**src/core/timer_unit_pkg.sv**
```systemverilog
// Shared addresses, bit positions, reset values and timing counts for the timer unit
package timer_unit_pkg;
  localparam int ADDR_W = 8;
  localparam int DATA_W = 8;
  localparam logic [7:0] RESET_BYTE = 8'h00;
  // Register byte addresses
  localparam logic [7:0] ADDR_PAIR_CONTROL = 8'h88;
  localparam logic [7:0] ADDR_PAIR_MODE = 8'h89;
  localparam logic [7:0] ADDR_T0_LOW = 8'h8A;
  localparam logic [7:0] ADDR_T1_LOW = 8'h8B;
  localparam logic [7:0] ADDR_T0_HIGH = 8'h8C;
  localparam logic [7:0] ADDR_T1_HIGH = 8'h8D;
  localparam logic [7:0] ADDR_T2_CONTROL = 8'hC8;
  localparam logic [7:0] ADDR_T2_RELOAD_LOW = 8'hCA;
  localparam logic [7:0] ADDR_T2_RELOAD_HIGH = 8'hCB;
  localparam logic [7:0] ADDR_T2_LOW = 8'hCC;
  localparam logic [7:0] ADDR_T2_HIGH = 8'hCD;
  localparam logic [7:0] ADDR_IRQ_STATUS = 8'hB0;
  localparam logic [7:0] ADDR_IRQ_CLEAR = 8'hB1;
  localparam logic [7:0] ADDR_IRQ_ENABLE = 8'hB2;
  // Pair control bits
  localparam int PC_TF1 = 7;
  localparam int PC_TR1 = 6;
  localparam int PC_TF0 = 5;
  localparam int PC_TR0 = 4;
  // Pair mode nibble layout (timer 0 low nibble, timer 1 high nibble)
  localparam int PM_GATE = 3;
  localparam int PM_CT = 2;
  localparam logic [1:0] MODE_13BIT = 2'h0;
  localparam logic [1:0] MODE_16BIT = 2'h1;
  localparam logic [1:0] MODE_8BIT_RELOAD = 2'h2;
  localparam logic [1:0] MODE_SPLIT = 2'h3;
  // Timer two control bits
  localparam int T2C_TF2 = 7;
  localparam int T2C_EXF2 = 6;
  localparam int T2C_RCLK = 5;
  localparam int T2C_TCLK = 4;
  localparam int T2C_EXEN2 = 3;
  localparam int T2C_TR2 = 2;
  localparam int T2C_CT2 = 1;
  localparam int T2C_CAPTURE = 0;
  // Interrupt status bits
  localparam int IRQ_W = 4;
  localparam int IRQ_T0 = 0;
  localparam int IRQ_T1 = 1;
  localparam int IRQ_T2 = 2;
  localparam int IRQ_EXT2 = 3;
  // Core clock is the input clock divided by this
  localparam int CORE_DIV = 2;
  // Core cycles per timer increment
  localparam int MACHINE_CORE_TICKS = 6;
  typedef enum logic [1:0] {T2_CAPTURE, T2_RELOAD, T2_BAUD} t2_mode_e;
endpackage : timer_unit_pkg

```
**src/core/rate_divider.sv**
```systemverilog
// Core clock enable and timer increment tick generator
`timescale 1ns/1ps
module rate_divider #(
  parameter int CORE_DIV = timer_unit_pkg::CORE_DIV,
  parameter int TICKS = timer_unit_pkg::MACHINE_CORE_TICKS
) (
  input wire logic i_clk_sys,
  input wire logic i_rst,
  output logic o_core_tick,
  output logic o_timer_tick
);
  import timer_unit_pkg::*;
  logic [3:0] div_q;
  logic [7:0] mc_q;
  // Dividing by two keeps timing independent of input duty cycle
  always_ff @(posedge i_clk_sys)
  begin
    if (i_rst || div_q == 4'(CORE_DIV - 1))
      div_q <= 4'h0;
    else
      div_q <= div_q + 4'h1;
  end
  assign o_core_tick = (div_q == 4'(CORE_DIV - 1)); // RQ8
  always_ff @(posedge i_clk_sys)
  begin
    if (i_rst)
      mc_q <= 8'h00;
    else if (o_core_tick)
      mc_q <= (mc_q == 8'(TICKS - 1)) ? 8'h00 : mc_q + 8'h01;
  end
  assign o_timer_tick = o_core_tick && (mc_q == 8'(TICKS - 1));
endmodule : rate_divider

```
**src/core/fall_detect.sv**
```systemverilog
// Falling edge detection of event inputs, sampled on the core tick
`timescale 1ns/1ps
module fall_detect #(
  parameter int N = 4
) (
  input wire logic i_clk_sys,
  input wire logic i_rst,
  input wire logic i_sample,
  input wire logic [N-1:0] i_level,
  output logic [N-1:0] o_fall
);
  logic [N-1:0] prev_q;
  always_ff @(posedge i_clk_sys)
  begin
    if (i_rst)
      prev_q <= '0;
    else if (i_sample)
      prev_q <= i_level;
  end
  // Edges only count at core rate, so pulses shorter than two clocks may be missed
  assign o_fall = {N{i_sample}} & prev_q & ~i_level;
endmodule : fall_detect

```
**src/core/three_timer_counter_unit.sv**
```systemverilog
// Three timer/counters with register port, interrupt status and baud tick
//
// The address-and-strobe port and the register addresses are this design's own decisions.
`timescale 1ns/1ps
// How it works
// RQ1: each timer counts in low and high bytes
// RQ2: timers zero and one share control, mode
// RQ3: timer two is 16-bit, own control register
// RQ4: reload/capture byte pair serves timer two
// RQ5: select bit picks external events or clock
// RQ6: timer two modes: capture, reload, baud
// RQ7: timer two internal rate equals timers zero/one; in baud mode it counts every core tick instead
// RQ8: core clock is input clock divided two
// RQ9: reset clears all timer registers to zero
// RQ10: reload mode overflow sets flag, reloads count
// RQ11: capture edge copies count, sets capture flag
module three_timer_counter_unit (
  input wire logic i_clk_sys,
  input wire logic i_rst,
  input wire logic [timer_unit_pkg::ADDR_W-1:0] i_addr,
  input wire logic [timer_unit_pkg::DATA_W-1:0] i_wdata,
  input wire logic i_wr,
  input wire logic i_rd,
  input wire logic [2:0] i_count_in,
  input wire logic i_t2_trigger,
  input wire logic [1:0] i_gate_in,
  output logic [timer_unit_pkg::DATA_W-1:0] o_rdata_q,
  output logic o_irq_q,
  output logic o_baud_tick_q
);
  import timer_unit_pkg::*;

  logic core_tick;
  logic timer_tick;
  logic [3:0] ev;
  logic [7:0] ctl_q;
  logic [7:0] mode_q;
  logic [7:0] t0l_q;
  logic [7:0] t0h_q;
  logic [7:0] t1l_q;
  logic [7:0] t1h_q;
  logic [7:0] t2c_q;
  logic [15:0] t2_q;
  logic [15:0] rcap_q;
  logic [IRQ_W-1:0] stat_q;
  logic [IRQ_W-1:0] en_q;
  logic [16:0] step0;
  logic [16:0] step1;
  logic [8:0] step0h;
  logic inc0;
  logic inc1;
  logic inc0h;
  logic ovf0;
  logic ovf1;
  logic t2_inc;
  logic t2_ovf;
  logic t2_trig;
  logic tf2_set;
  logic exf2_set;
  logic [IRQ_W-1:0] events;
  t2_mode_e t2_mode;

  rate_divider #(
    .CORE_DIV(CORE_DIV),
    .TICKS(MACHINE_CORE_TICKS)
  ) u_div (
    .i_clk_sys(i_clk_sys),
    .i_rst(i_rst),
    .o_core_tick(core_tick),
    .o_timer_tick(timer_tick)
  );

  fall_detect #(
    .N(4)
  ) u_edges (
    .i_clk_sys(i_clk_sys),
    .i_rst(i_rst),
    .i_sample(core_tick),
    .i_level({i_t2_trigger, i_count_in}),
    .o_fall(ev)
  );

  function automatic logic wr_at(input logic [7:0] a);
    wr_at = i_wr && (i_addr == a);
  endfunction : wr_at

  // One increment of a pair timer: returns overflow, high byte, low byte
  function automatic logic [16:0] pair_step(input logic [1:0] m, input logic [7:0] h,
                                            input logic [7:0] l);
    logic [5:0] l5;
    logic [8:0] h9;
    logic [16:0] w;
    l5 = 6'(l[4:0]) + 6'h01;
    h9 = 9'(h) + 9'h001;
    w = 17'(16'({h, l})) + 17'h00001;
    case (m)
      MODE_13BIT:
        pair_step = l5[5] ? {h9[8], h9[7:0], l[7:5], 5'h00} : {1'b0, h, l[7:5], l5[4:0]};
      MODE_8BIT_RELOAD:
        pair_step = (l == 8'hFF) ? {1'b1, h, h} : {1'b0, h, 8'(l + 8'h01)};
      MODE_SPLIT:
        pair_step = (l == 8'hFF) ? {1'b1, h, 8'h00} : {1'b0, h, 8'(l + 8'h01)};
      default:
        pair_step = w;
    endcase
  endfunction : pair_step

  // Gate and source selection of the two paired timers
  assign inc0 = ctl_q[PC_TR0] && (!mode_q[PM_GATE] || i_gate_in[0]) &&
                (mode_q[PM_CT] ? ev[0] : timer_tick); // RQ2
  assign inc1 = (mode_q[1:0] != MODE_SPLIT || mode_q[5:4] != MODE_SPLIT) &&
                (mode_q[5:4] != MODE_SPLIT) &&
                (!mode_q[4+PM_GATE] || i_gate_in[1]) &&
                (mode_q[4+PM_CT] ? ev[1] : timer_tick); // RQ2
  // In split mode the high byte of timer zero borrows timer one's run bit and flag
  assign inc0h = (mode_q[1:0] == MODE_SPLIT) && ctl_q[PC_TR1] && timer_tick;
  assign step0 = pair_step(mode_q[1:0], t0h_q, t0l_q);
  assign step1 = pair_step(mode_q[5:4], t1h_q, t1l_q);
  assign step0h = 9'(t0h_q) + 9'h001;
  assign ovf0 = inc0 && step0[16];
  assign ovf1 = (inc0h && step0h[8]) ||
                (inc1 && ctl_q[PC_TR1] && step1[16] && mode_q[1:0] != MODE_SPLIT);

  always_ff @(posedge i_clk_sys)
  begin
    if (i_rst)
    begin
      t0l_q <= RESET_BYTE; // RQ9
      t0h_q <= RESET_BYTE;
    end
    else
    begin
      if (wr_at(ADDR_T0_LOW))
        t0l_q <= i_wdata; // RQ1
      else if (inc0)
        t0l_q <= step0[7:0];
      if (wr_at(ADDR_T0_HIGH))
        t0h_q <= i_wdata; // RQ1
      else if (inc0h)
        t0h_q <= step0h[7:0];
      else if (inc0 && mode_q[1:0] != MODE_SPLIT)
        t0h_q <= step0[15:8];
    end
  end

  // Timer one keeps running without a flag when timer zero is split, unless timer one is split too and halts; baud comes from timer two only
  always_ff @(posedge i_clk_sys)
  begin
    if (i_rst)
    begin
      t1l_q <= RESET_BYTE; // RQ9
      t1h_q <= RESET_BYTE;
    end
    else
    begin
      if (wr_at(ADDR_T1_LOW))
        t1l_q <= i_wdata; // RQ1
      else if (inc1 && ctl_q[PC_TR1])
        t1l_q <= step1[7:0];
      if (wr_at(ADDR_T1_HIGH))
        t1h_q <= i_wdata; // RQ1
      else if (inc1 && ctl_q[PC_TR1])
        t1h_q <= step1[15:8];
    end
  end

  // Flags set by hardware win over a software clear in the same cycle
  always_ff @(posedge i_clk_sys)
  begin
    if (i_rst)
    begin
      ctl_q <= RESET_BYTE; // RQ9
      mode_q <= RESET_BYTE;
    end
    else
    begin
      if (wr_at(ADDR_PAIR_CONTROL))
        ctl_q <= i_wdata;
      if (ovf0)
        ctl_q[PC_TF0] <= 1'b1; // RQ2
      if (ovf1)
        ctl_q[PC_TF1] <= 1'b1; // RQ2
      if (wr_at(ADDR_PAIR_MODE))
        mode_q <= i_wdata; // RQ2
    end
  end

  // Timer two mode decode
  always_comb
  begin
    if (t2c_q[T2C_RCLK] || t2c_q[T2C_TCLK])
      t2_mode = T2_BAUD; // RQ6
    else if (t2c_q[T2C_CAPTURE])
      t2_mode = T2_CAPTURE;
    else
      t2_mode = T2_RELOAD;
  end

  assign t2_inc = t2c_q[T2C_TR2] && (t2c_q[T2C_CT2] ? ev[2] :
                  (t2_mode == T2_BAUD ? core_tick : timer_tick)); // RQ5 RQ7
  assign t2_ovf = t2_inc && (t2_q == 16'hFFFF); // RQ3
  assign t2_trig = t2c_q[T2C_EXEN2] && ev[3];
  assign tf2_set = t2_ovf && t2_mode != T2_BAUD;
  assign exf2_set = t2_trig;

  always_ff @(posedge i_clk_sys)
  begin
    if (i_rst)
      t2_q <= 16'h0000; // RQ9
    else if (wr_at(ADDR_T2_LOW))
      t2_q[7:0] <= i_wdata; // RQ1
    else if (wr_at(ADDR_T2_HIGH))
      t2_q[15:8] <= i_wdata; // RQ1
    else if (t2_mode == T2_RELOAD && t2_trig)
      t2_q <= rcap_q; // RQ10
    else if (t2_ovf && t2_mode != T2_CAPTURE)
      t2_q <= rcap_q; // RQ10
    else if (t2_inc)
      t2_q <= t2_q + 16'h0001; // RQ3
  end

  // A capture edge overrides a software write to the pair in the same cycle
  always_ff @(posedge i_clk_sys)
  begin
    if (i_rst)
      rcap_q <= 16'h0000; // RQ9
    else if (t2_mode == T2_CAPTURE && t2_trig)
      rcap_q <= t2_q; // RQ11
    else if (wr_at(ADDR_T2_RELOAD_LOW))
      rcap_q[7:0] <= i_wdata; // RQ4
    else if (wr_at(ADDR_T2_RELOAD_HIGH))
      rcap_q[15:8] <= i_wdata; // RQ4
  end

  always_ff @(posedge i_clk_sys)
  begin
    if (i_rst)
      t2c_q <= RESET_BYTE; // RQ9
    else
    begin
      if (wr_at(ADDR_T2_CONTROL))
        t2c_q <= i_wdata; // RQ3
      if (tf2_set)
        t2c_q[T2C_TF2] <= 1'b1; // RQ10
      if (exf2_set)
        t2c_q[T2C_EXF2] <= 1'b1; // RQ11
    end
  end

  always_ff @(posedge i_clk_sys)
  begin
    if (i_rst)
      o_baud_tick_q <= 1'b0;
    else
      o_baud_tick_q <= t2_ovf && t2_mode == T2_BAUD; // RQ6
  end

  // Sticky interrupt status, write-one-to-clear, set wins
  assign events = {exf2_set, tf2_set, ovf1, ovf0};
  always_ff @(posedge i_clk_sys)
  begin
    if (i_rst)
    begin
      stat_q <= '0;
      en_q <= '0;
    end
    else
    begin
      stat_q <= (stat_q & ~(wr_at(ADDR_IRQ_CLEAR) ? i_wdata[IRQ_W-1:0] : '0)) | events;
      if (wr_at(ADDR_IRQ_ENABLE))
        en_q <= i_wdata[IRQ_W-1:0];
    end
  end

  always_ff @(posedge i_clk_sys)
  begin
    if (i_rst)
      o_irq_q <= 1'b0;
    else
      o_irq_q <= |(stat_q & en_q);
  end

  // Read data stand only in the cycle after the strobe; unmapped reads give zero
  always_ff @(posedge i_clk_sys)
  begin
    if (i_rst || !i_rd)
      o_rdata_q <= 8'h00;
    else
    begin
      case (i_addr)
        ADDR_PAIR_CONTROL: o_rdata_q <= ctl_q;
        ADDR_PAIR_MODE: o_rdata_q <= mode_q;
        ADDR_T0_LOW: o_rdata_q <= t0l_q; // RQ1
        ADDR_T0_HIGH: o_rdata_q <= t0h_q;
        ADDR_T1_LOW: o_rdata_q <= t1l_q;
        ADDR_T1_HIGH: o_rdata_q <= t1h_q;
        ADDR_T2_CONTROL: o_rdata_q <= t2c_q;
        ADDR_T2_RELOAD_LOW: o_rdata_q <= rcap_q[7:0]; // RQ4
        ADDR_T2_RELOAD_HIGH: o_rdata_q <= rcap_q[15:8];
        ADDR_T2_LOW: o_rdata_q <= t2_q[7:0];
        ADDR_T2_HIGH: o_rdata_q <= t2_q[15:8];
        ADDR_IRQ_STATUS: o_rdata_q <= 8'(stat_q);
        ADDR_IRQ_ENABLE: o_rdata_q <= 8'(en_q);
        default: o_rdata_q <= 8'h00;
      endcase
    end
  end

  reset_clear_a: assert property (@(posedge i_clk_sys) // RQ9
    $past(i_rst) |-> (ctl_q == 8'h00 && mode_q == 8'h00 && t2_q == 16'h0000 &&
                      rcap_q == 16'h0000 && t2c_q == 8'h00))
    else $error("timer registers not cleared by reset");

  core_div_a: assert property (@(posedge i_clk_sys) disable iff (i_rst) // RQ8
    core_tick |=> !core_tick)
    else $error("core tick faster than half clock");

  tf0_flag_a: assert property (@(posedge i_clk_sys) disable iff (i_rst) // RQ2
    ovf0 |=> ctl_q[PC_TF0] && stat_q[IRQ_T0])
    else $error("timer zero overflow lost");

  read_back_a: assert property (@(posedge i_clk_sys) disable iff (i_rst) // RQ1
    (i_rd && i_addr == ADDR_T0_LOW) |=> o_rdata_q == $past(t0l_q))
    else $error("low byte read mismatch");

  t2_rate_a: assert property (@(posedge i_clk_sys) disable iff (i_rst) // RQ7
    (!t2c_q[T2C_CT2] && t2_mode != T2_BAUD && !timer_tick && !i_wr && !t2_trig)
    |=> $stable(t2_q))
    else $error("timer two moved off the timer tick");

  t2_select_a: assert property (@(posedge i_clk_sys) disable iff (i_rst) // RQ5
    (t2c_q[T2C_CT2] && !ev[2] && !i_wr && !t2_trig) |=> $stable(t2_q))
    else $error("timer two counted without an event");

  t2_wrap_a: assert property (@(posedge i_clk_sys) disable iff (i_rst) // RQ3
    (t2_ovf && t2_mode == T2_CAPTURE && !i_wr) |=> t2_q == 16'h0000 && t2c_q[T2C_TF2])
    else $error("timer two did not wrap at sixteen bits");

  reload_a: assert property (@(posedge i_clk_sys) disable iff (i_rst) // RQ10
    (t2_ovf && t2_mode == T2_RELOAD && !i_wr) |=> t2_q == $past(rcap_q) && t2c_q[T2C_TF2])
    else $error("auto-reload failed");

  capture_a: assert property (@(posedge i_clk_sys) disable iff (i_rst) // RQ11
    (t2_trig && t2_mode == T2_CAPTURE) |=> rcap_q == $past(t2_q) && t2c_q[T2C_EXF2])
    else $error("capture failed");

  baud_mode_a: assert property (@(posedge i_clk_sys) disable iff (i_rst) // RQ6
    (t2_ovf && t2_mode == T2_BAUD) |=> o_baud_tick_q ##1 !o_baud_tick_q)
    else $error("baud tick missing or stretched");

  reload_pair_a: assert property (@(posedge i_clk_sys) disable iff (i_rst) // RQ4
    (i_wr && i_addr == ADDR_T2_RELOAD_HIGH && !t2_trig) |=> rcap_q[15:8] == $past(i_wdata))
    else $error("reload high byte not written");

  irq_level_a: assert property (@(posedge i_clk_sys) disable iff (i_rst)
    ##1 o_irq_q == |($past(stat_q) & $past(en_q)))
    else $error("interrupt output disagrees with status");
endmodule : three_timer_counter_unit

```
**config.mk**
```make
export PLATFORM = sky130hd
export DESIGN_NAME = three_timer_counter_unit
export DESIGN_NICKNAME = d
export VERILOG_FILES = /design/src/core/timer_unit_pkg.sv /design/src/core/rate_divider.sv /design/src/core/fall_detect.sv /design/src/core/three_timer_counter_unit.sv
export SDC_FILE = /design/constraint.sdc
export NUM_CORES = 1
export LEC_CHECK = 0
export BUFFER_PORTS_ARGS = -buffer_cell sky130_fd_sc_hd__buf_2
export CORE_MARGIN = 2
export CORE_UTILIZATION = 30
export DETAILED_ROUTE_END_ITERATION = 6
export GPL_TIMING_DRIVEN = 0
export PLACE_DENSITY_LB_ADDON = 0.25
export SLEW_MARGIN = 10
export SYNTH_ARGS = -nofsm -noshare
export SYNTH_HDL_FRONTEND = slang
export SYNTH_SLANG_ARGS = --single-unit
```
**constraint.sdc**
```tcl
create_clock -name i_clk_sys -period 2.98 [get_ports i_clk_sys]
set_input_delay 0.447 -clock i_clk_sys [delete_from_list [all_inputs] [get_ports i_clk_sys]]
set_output_delay 0.447 -clock i_clk_sys [all_outputs]
set_load 0.03 [all_outputs]
```
After elaboration in Yosys (flattened, before gate mapping)
Cells that the tools add are included.

word-level totals
  memory bits (writable) = 0
  memory bits (read-only) = 0
  memories = 0
  bits in latches = 0
  flip-flop bits (word level) = 122
  input bits = 26
  word-level logic and storage cells = 193
  output and inout port bits = 10

cells by class
  $lt $le $gt $ge = 0
  eq/ne operators = 38
  div/mod/pow operators = 0
  mux-type cells = 42
  multiply operators = 0
  reduce and logical (&&, ||, !) cells = 69
  shift operators = 0
  $add $sub $neg = 11
  bitwise operators = 8

operators with widths
  operator                                              number
  two-way mux 8 bit                                     18
  equality test 8 bit (second input constant)           16
  one-hot mux 8 bit (13 select lines)                   1
  two-way mux 17 bit                                    6
  one-hot mux 17 bit (3 select lines)                   2
  two-way mux 16 bit                                    4
  logical AND 1 bit                                     35
  adder 16 x 1 -> 17 bit (second input constant)        2
  adder 8 x 1 -> 8 bit (second input constant)          3
  nonzero test 2 bit                                    10
  adder 8 x 1 -> 9 bit (second input constant)          2
  inequality test 2 bit (second input constant)         9
  adder 16 x 1 -> 16 bit (second input constant)        1
  bitwise AND 4 bit                                     4
  equality test 16 bit (second input constant)          1
  adder 5 x 1 -> 6 bit (second input constant)          2
  equality test 2 bit (second input constant)           5
  AND reduction 2 bit                                   5
  two-way mux 1 bit                                     9
  equality test 8 x 3 -> 1 bit (second input constant)  1
  NOT 4 bit                                             2
  AND reduction 4 bit                                   2
  nonzero test 4 bit                                    2
  logical OR 1 bit                                      7
  other kinds (14)                                      19

Logic depth before layout (Yosys ltp)
  depth in word-level cells = 12
  gate-level depth with buffers = 10
  depth with buffers taken out = 8

Modules after synthesis
A second synthesis with hierarchy kept.

second synthesis, totals
  cells, all modules = 975
  area total of the unflattened synthesis = 7692.4 um^2

by module, submodules not included
  module                    sequential area each (um^2)  cells each  instances  area an instance (um^2)
  three_timer_counter_unit  2122.0                       888         1          6909.1
  rate_divider              240.2                        67          1          604.3
  fall_detect               80.1                         20          1          178.9

Least setup slack after synthesis
OpenSTA, ideal clock, no wires.

  path type = register -> register
  start = reg u_div.mc_q[0]
  end = reg t0h_q[2]
  setup slack = 0.722 ns
  period minus slack after synthesis = 2.258 ns
  buffers on the path = 0
  cell stages (with the launch flop) = 8
  arrival time = 2.178 ns
  data required time = 2.901 ns
  setup time = 0.079 ns
  path through = dfxtp_1 -> ha_1 -> or4b_4 -> o32a_4 -> a2111oi_4 -> o21ai_1 -> xor2_1 -> a211oi_2

between the ends
  longest elaborated chain between the ends = 7
  elaborated cells between the ends (all ways) = 13
  classes of those cells = eq/ne (4); mux (3); reduce/logical (6)

RTL lines
  element                               RTL line                         RTL
  from (decl)                           rate_divider.sv:14               logic [7:0] mc_q;
  from (signal assigned)                rate_divider.sv:29               mc_q <= (mc_q == 8'(TICKS - 1)) ? 8'h00 : mc_q + 8'h01;
  equality test 8 x 3 -> 1 bit *        rate_divider.sv:31               assign o_timer_tick = o_core_tick && (mc_q == 8'(TICKS - 1));
  logical AND 1 bit *                   rate_divider.sv:31
  two-way mux 1 bit                     three_timer_counter_unit.sv:110  (mode_q[PM_CT] ? ev[0] : timer_tick);
  logical AND 1 bit                     three_timer_counter_unit.sv:109  assign inc0 = ctl_q[PC_TR0] && (!mode_q[PM_GATE] || i_gate_in[0]) &&
  logical AND 1 bit                     three_timer_counter_unit.sv:141  else if (inc0 && mode_q[1:0] != MODE_SPLIT)
  nonzero test 3 bit (no source line)   -
  AND reduction 4 bit (no source line)  -
  to (signal assigned)                  three_timer_counter_unit.sv:138  t0h_q <= i_wdata;
  to (signal assigned)                  three_timer_counter_unit.sv:140  t0h_q <= step0h[7:0];
  to (signal assigned)                  three_timer_counter_unit.sv:142  t0h_q <= step0[15:8];
  to (decl)                             three_timer_counter_unit.sv:39   logic [7:0] t0h_q;

Every way passes the cells marked *; elsewhere a longest branch is shown, timed or not.
A chain may end at the register's enable or synchronous reset.

Worst setup path after layout
  start = reg u_div.div_q[0]
  end = reg t2_q[14]

between the ends
  longest elaborated chain between the ends = 10
  elaborated cells between the ends (all ways) = 16
  classes of those cells = eq/ne (1); mux (5); bitwise (2); reduce/logical (8)

RTL lines
  element                                                        RTL line                                            RTL
  from (decl)                                                    rate_divider.sv:13                                  logic [3:0] div_q;
  from (signal assigned)                                         rate_divider.sv:21                                  div_q <= div_q + 4'h1;
  equality test 4 x 1 -> 1 bit *                                 rate_divider.sv:23                                  assign o_core_tick = (div_q == 4'(CORE_DIV - 1));
  bitwise AND 4 bit / logical AND 1 bit (equally long branches)  fall_detect.sv:21, rate_divider.sv:31
  bitwise AND 4 bit / two-way mux 1 bit (equally long branches)  fall_detect.sv:21, three_timer_counter_unit.sv:200
  two-way mux 1 bit                                              three_timer_counter_unit.sv:199                     assign t2_inc = t2c_q[T2C_TR2] && (t2c_q[T2C_CT2] ? ev[2] :
  logical AND 1 bit                                              three_timer_counter_unit.sv:199
  logical AND 1 bit                                              three_timer_counter_unit.sv:201                     assign t2_ovf = t2_inc && (t2_q == 16'hFFFF);
  logical AND 1 bit                                              three_timer_counter_unit.sv:216                     else if (t2_ovf && t2_mode != T2_CAPTURE)
  two-way mux 16 bit                                             three_timer_counter_unit.sv:216
  two-way mux 16 bit                                             three_timer_counter_unit.sv:214                     else if (t2_mode == T2_RELOAD && t2_trig)
  two-way mux 8 bit                                              three_timer_counter_unit.sv:212                     else if (wr_at(ADDR_T2_HIGH))
  to (signal assigned)                                           three_timer_counter_unit.sv:213                     t2_q[15:8] <= i_wdata;
  to (signal assigned)                                           three_timer_counter_unit.sv:215                     t2_q <= rcap_q;
  to (signal assigned)                                           three_timer_counter_unit.sv:217                     t2_q <= rcap_q;
  to (decl)                                                      three_timer_counter_unit.sv:43                      logic [15:0] t2_q;

Marked as above.

==> results.md <==
* IR Drop Worst-Case VDD: 0.349 mV
* Clock H-tree levels: 4
* via-per-instance ratio: 5.89
* number of fillers in the final layout: 2,704
* ratio of cells with drive above 1 in the final layout: 9.99%
* number of cell rows: 58
* average wire length per cell after detail routing: 22.0 um
* maximum number of buffers from clock root to sink: 2
* Post-Synthesis Net Count: 994
* commonest cells after routing, fill and taps aside: sky130_fd_sc_hd__dfxtp_1 (122), sky130_fd_sc_hd__nor2_1 (111), sky130_fd_sc_hd__nand2_1 (98)
* antenna violations before repair: 0
* library cell used as clock root buffer: sky130_fd_sc_hd__clkbuf_16
* reg-to-reg setup timing slack: 0.20 ns
* DRC errors left: 0
* number of non-filler instances in the completed layout: 1,351
* post-route antenna net violation count: 0
* proportion of synthesized area in mux cells: 5.85%
* simple-gate area share of the yosys netlist: 26.9%
* chip width: 163 um
* yosys warns: 0
* Routability Congestion: 0.944
* transition time at the pin with the least slew margin: 1.01 ns
* total instance count after detailed placement: 1,319
* routed wl met2: 13.0 mm
* proportion of synthesized flip-flops having asynchronous set or reset: 0%
* clock latency reported for the late side of the worst-skew pair: 0.44 ns
* count of routing violations after the opening detailed-route iteration: 859
* most used flip-flop cell after synthesis: sky130_fd_sc_hd__dfxtp_1
* Synth Area in Adders: 1.49%
* depth of the worst register-to-register path: 8
* Post-Synthesis Cell Area: 7580 sq um
* chain of cells forming the critical path: ha_1, nor3b_4, nand2_1, or4_1, o21ai_2, buf_4, o221ai_1, a311oi_1
* placeable core area: 25,000 sq um
* Static Leakage: 3.04 nW
* Cell variety after synth: 81
* worst stage delay on the critical path: 0.59 ns
* Total Power Consumption: 4.03 mW
* area added between synthesis and finish: 15.3%
* count of mapped cells out of synthesis: 959
* data required time at the worst endpoint: 3.32 ns
* starting density of the core: 30.3%
* maximum number of pins on one net before global-route repair: 17
* # setup viols final: 0
* worst-case hold slack: 0.254 ns
* largest family of logic cells by synthesized area: simple AND/OR/NAND/NOR gates
* via count of the first global-routing pass: 7,325
* library cell contributing the largest single delay on the critical path: sky130_fd_sc_hd__or4_1
* count of TritonRoute iterations in the first routing pass: 6
* Crit Path Max Fanout: 10
* share of the yosys chip area belonging to registers: 32.2%
* area taken by multi-input logic gates: 4790 sq um
* met3 WL: 2.33 mm
* total area of sequential cells: 2440 sq um
* outcome: completed
* RSZ-0062 raised after global routing: false
* reported max-cap violation count: 0
* nature of the critical path endpoint: flop
* number of vias in the routed layout: 7,957
* final worst clock skew: 0.00656 ns
* Slew Limit Fails: 0
* synthesized-area fraction occupied by xor and xnor cells: 4.05%
* Post-synth EDFFs: 0
* CTS tree: yes
* Arr. time, crit path: 3.13 ns
* worst hold path depth: 3
* part of the cycle the worst path needs: 93.4%
* Routed met1 length: 13.3 mm
* antenna cells: 0
* number of buffers added for setup after CTS: 0
* Top Layer Used: met4
* clock transition at the registers of the reported paths: 0.06 ns
* number of hold violations in the final report: 0
* residual overflow from global routing: 0
* GRT Overall Usage: 22.6%
* CP Launch Type: flop
* die height: 163 um
* f_max: 0.359 GHz
* Period minus WS final: 2.78 ns
* cell area power density: 461 nW/um^2
* wire length of the first global-routing pass: 44.9 mm
* number of storage elements in the synthesis netlist: 122
* post-detailed-placement half-perimeter wirelength: 21.7 mm
* final net count: 1,043
* Post-Route WL: 29.7 mm
* mean post-synth cell area: 7.90 sq um
* Slew HR: 32.8%
* min-delay worst type: input port to flop
* number of buffers created by CTS: 17
* Top Ports: 36
* count of port buffers added during placement: 30
* commonest non-fill, non-tap cell in the layout: sky130_fd_sc_hd__dfxtp_1
* kind of critical path: flop to flop
* Compound-Gate Fraction of Synth Area: 24.7%
* die footprint: 26,500 sq um
* number of clock sinks: 122
[cell type report]
cell class / count / area share [%]
buffer: 76 / 3.51
clock buffer: 17 / 4.87
inverter: 15 / 0.645
tap: 330 / 4.73
timing repair buffer: 30 / 1.72
multi-input combinational: 746 / 54.8
sequential: 122 / 28.0
clock inverter: 15 / 1.78
[cell families (layout without fill, tap and decap cells)]
kind of cell | Yosys count | count (layout)
xor+xnor | 35 | 35
simple gates | 402 | 402
fa+ha+maj | 9 | 9
compound gates | 257 | 257
flops | 122 | 122
buf+inv | 91 | 153
mux | 43 | 43
[timing repair]
action,CTS,global route
pin swaps,0,0
endpoints found under the setup margin,2,4
resized for setup,1,2
cloned,0,0
hold buffers,0,0
[power breakdown]
part           internal, mW  leakage [nW]  switching [mW]  total (mW)
clock network          1.18         0.274           0.905        2.08
registers              1.65         0.983          0.0168        1.67
logic                0.0773          1.78           0.204       0.281
[layer usage]
metal / GRT usage [%] / vias to the layer above
li1: - / 3700
met3: 5.88 / 66
met4: 9.57 / 0
met1: 30.3 / 3832
met2: 34.3 / 359
met5: 0 / -
[cells in the mapped netlist, types with 4 or more instances]
cell / instances / share of area [%]
sky130_fd_sc_hd__nand2_1: 98 / 4.9
sky130_fd_sc_hd__nor2_1: 112 / 5.5
sky130_fd_sc_hd__nand3b_1: 5 / 0.50
sky130_fd_sc_hd__nand4_1: 16 / 1.3
sky130_fd_sc_hd__ha_1: 9 / 1.5
sky130_fd_sc_hd__xnor2_1: 11 / 1.3
sky130_fd_sc_hd__or3_1: 4 / 0.33
sky130_fd_sc_hd__a2bb2oi_1: 4 / 0.46
sky130_fd_sc_hd__nor3_1: 21 / 1.4
sky130_fd_sc_hd__o22ai_1: 15 / 1.2
sky130_fd_sc_hd__a211o_1: 4 / 0.46
sky130_fd_sc_hd__o21bai_1: 6 / 0.59
sky130_fd_sc_hd__o221ai_1: 8 / 0.92
sky130_fd_sc_hd__a211oi_1: 15 / 1.5
sky130_fd_sc_hd__a21o_1: 6 / 0.59
sky130_fd_sc_hd__o21ai_1: 5 / 0.33
sky130_fd_sc_hd__a22oi_1: 14 / 1.4
sky130_fd_sc_hd__and4_1: 12 / 1.4
sky130_fd_sc_hd__nand3_1: 62 / 4.1
sky130_fd_sc_hd__o211ai_1: 5 / 0.50
sky130_fd_sc_hd__buf_2: 9 / 0.59
sky130_fd_sc_hd__a311oi_1: 30 / 3.5
sky130_fd_sc_hd__inv_1: 15 / 0.74
sky130_fd_sc_hd__dfxtp_1: 122 / 32
sky130_fd_sc_hd__mux2i_1: 42 / 5.5
sky130_fd_sc_hd__and2_1: 6 / 0.50
sky130_fd_sc_hd__a31oi_1: 11 / 0.91
sky130_fd_sc_hd__xor2_1: 24 / 2.8
sky130_fd_sc_hd__nor2b_1: 5 / 0.41
sky130_fd_sc_hd__a41o_1: 5 / 0.66
sky130_fd_sc_hd__a221oi_1: 11 / 1.3
sky130_fd_sc_hd__o21ai_0: 28 / 1.8
sky130_fd_sc_hd__a21oi_1: 52 / 3.4
sky130_fd_sc_hd__and3_1: 18 / 1.5
sky130_fd_sc_hd__nand2b_1: 9 / 0.74
sky130_fd_sc_hd__clkbuf_1: 60 / 3.0
sky130_fd_sc_hd__a222oi_1: 4 / 0.53
[flip-flops by register name, summed over array words and instances, names as in the netlist]
name            cells
t1l_q               8
t2c_q               8
t1h_q               8
o_rdata_q           8
u_edges.prev_q      4
en_q                4
t2_q               16
o_irq_q             1
stat_q              4
o_baud_tick_q       1
t0l_q               8
t0h_q               8
mode_q              8
rcap_q             16
u_div.div_q         4
ctl_q               8
u_div.mc_q          8
[worst max-delay path: cells and delay by family (launching register included)]
kind / cells / cell delay [ns]
buffers and inverters: 1 / 0.21
AND/OR/NAND/NOR: 3 / 1.36
flip-flops: 1 / 0.37
AO/OA/AOI/OAI: 3 / 0.56
adder cells (fa/ha/maj): 1 / 0.18
[per-stage QoR]
stage,area [sq um],TNS [ns],util (%),setup slack (ns)
final,8730,0,35.0,0.196
after global routing,8730,0,35.0,0.0174
after CTS,8730,0,35.0,0.128
after detailed placement,8140,-0.0372,32.6,-0.0293
after global placement,8140,-0.0712,32.6,-0.0382
after floorplan,7580,0,-,0.722
[worst paths after layout]
path,from,end
worst max register to register,u_div.div_q[0],t2_q[14]
worst min register to register,u_edges.prev_q[3],u_edges.prev_q[3]
worst max-delay path,u_div.div_q[0],t2_q[14]
worst min-delay path,i_count_in[2],u_edges.prev_q[2]
No activity file was read; power rests on OpenSTA's default activity.
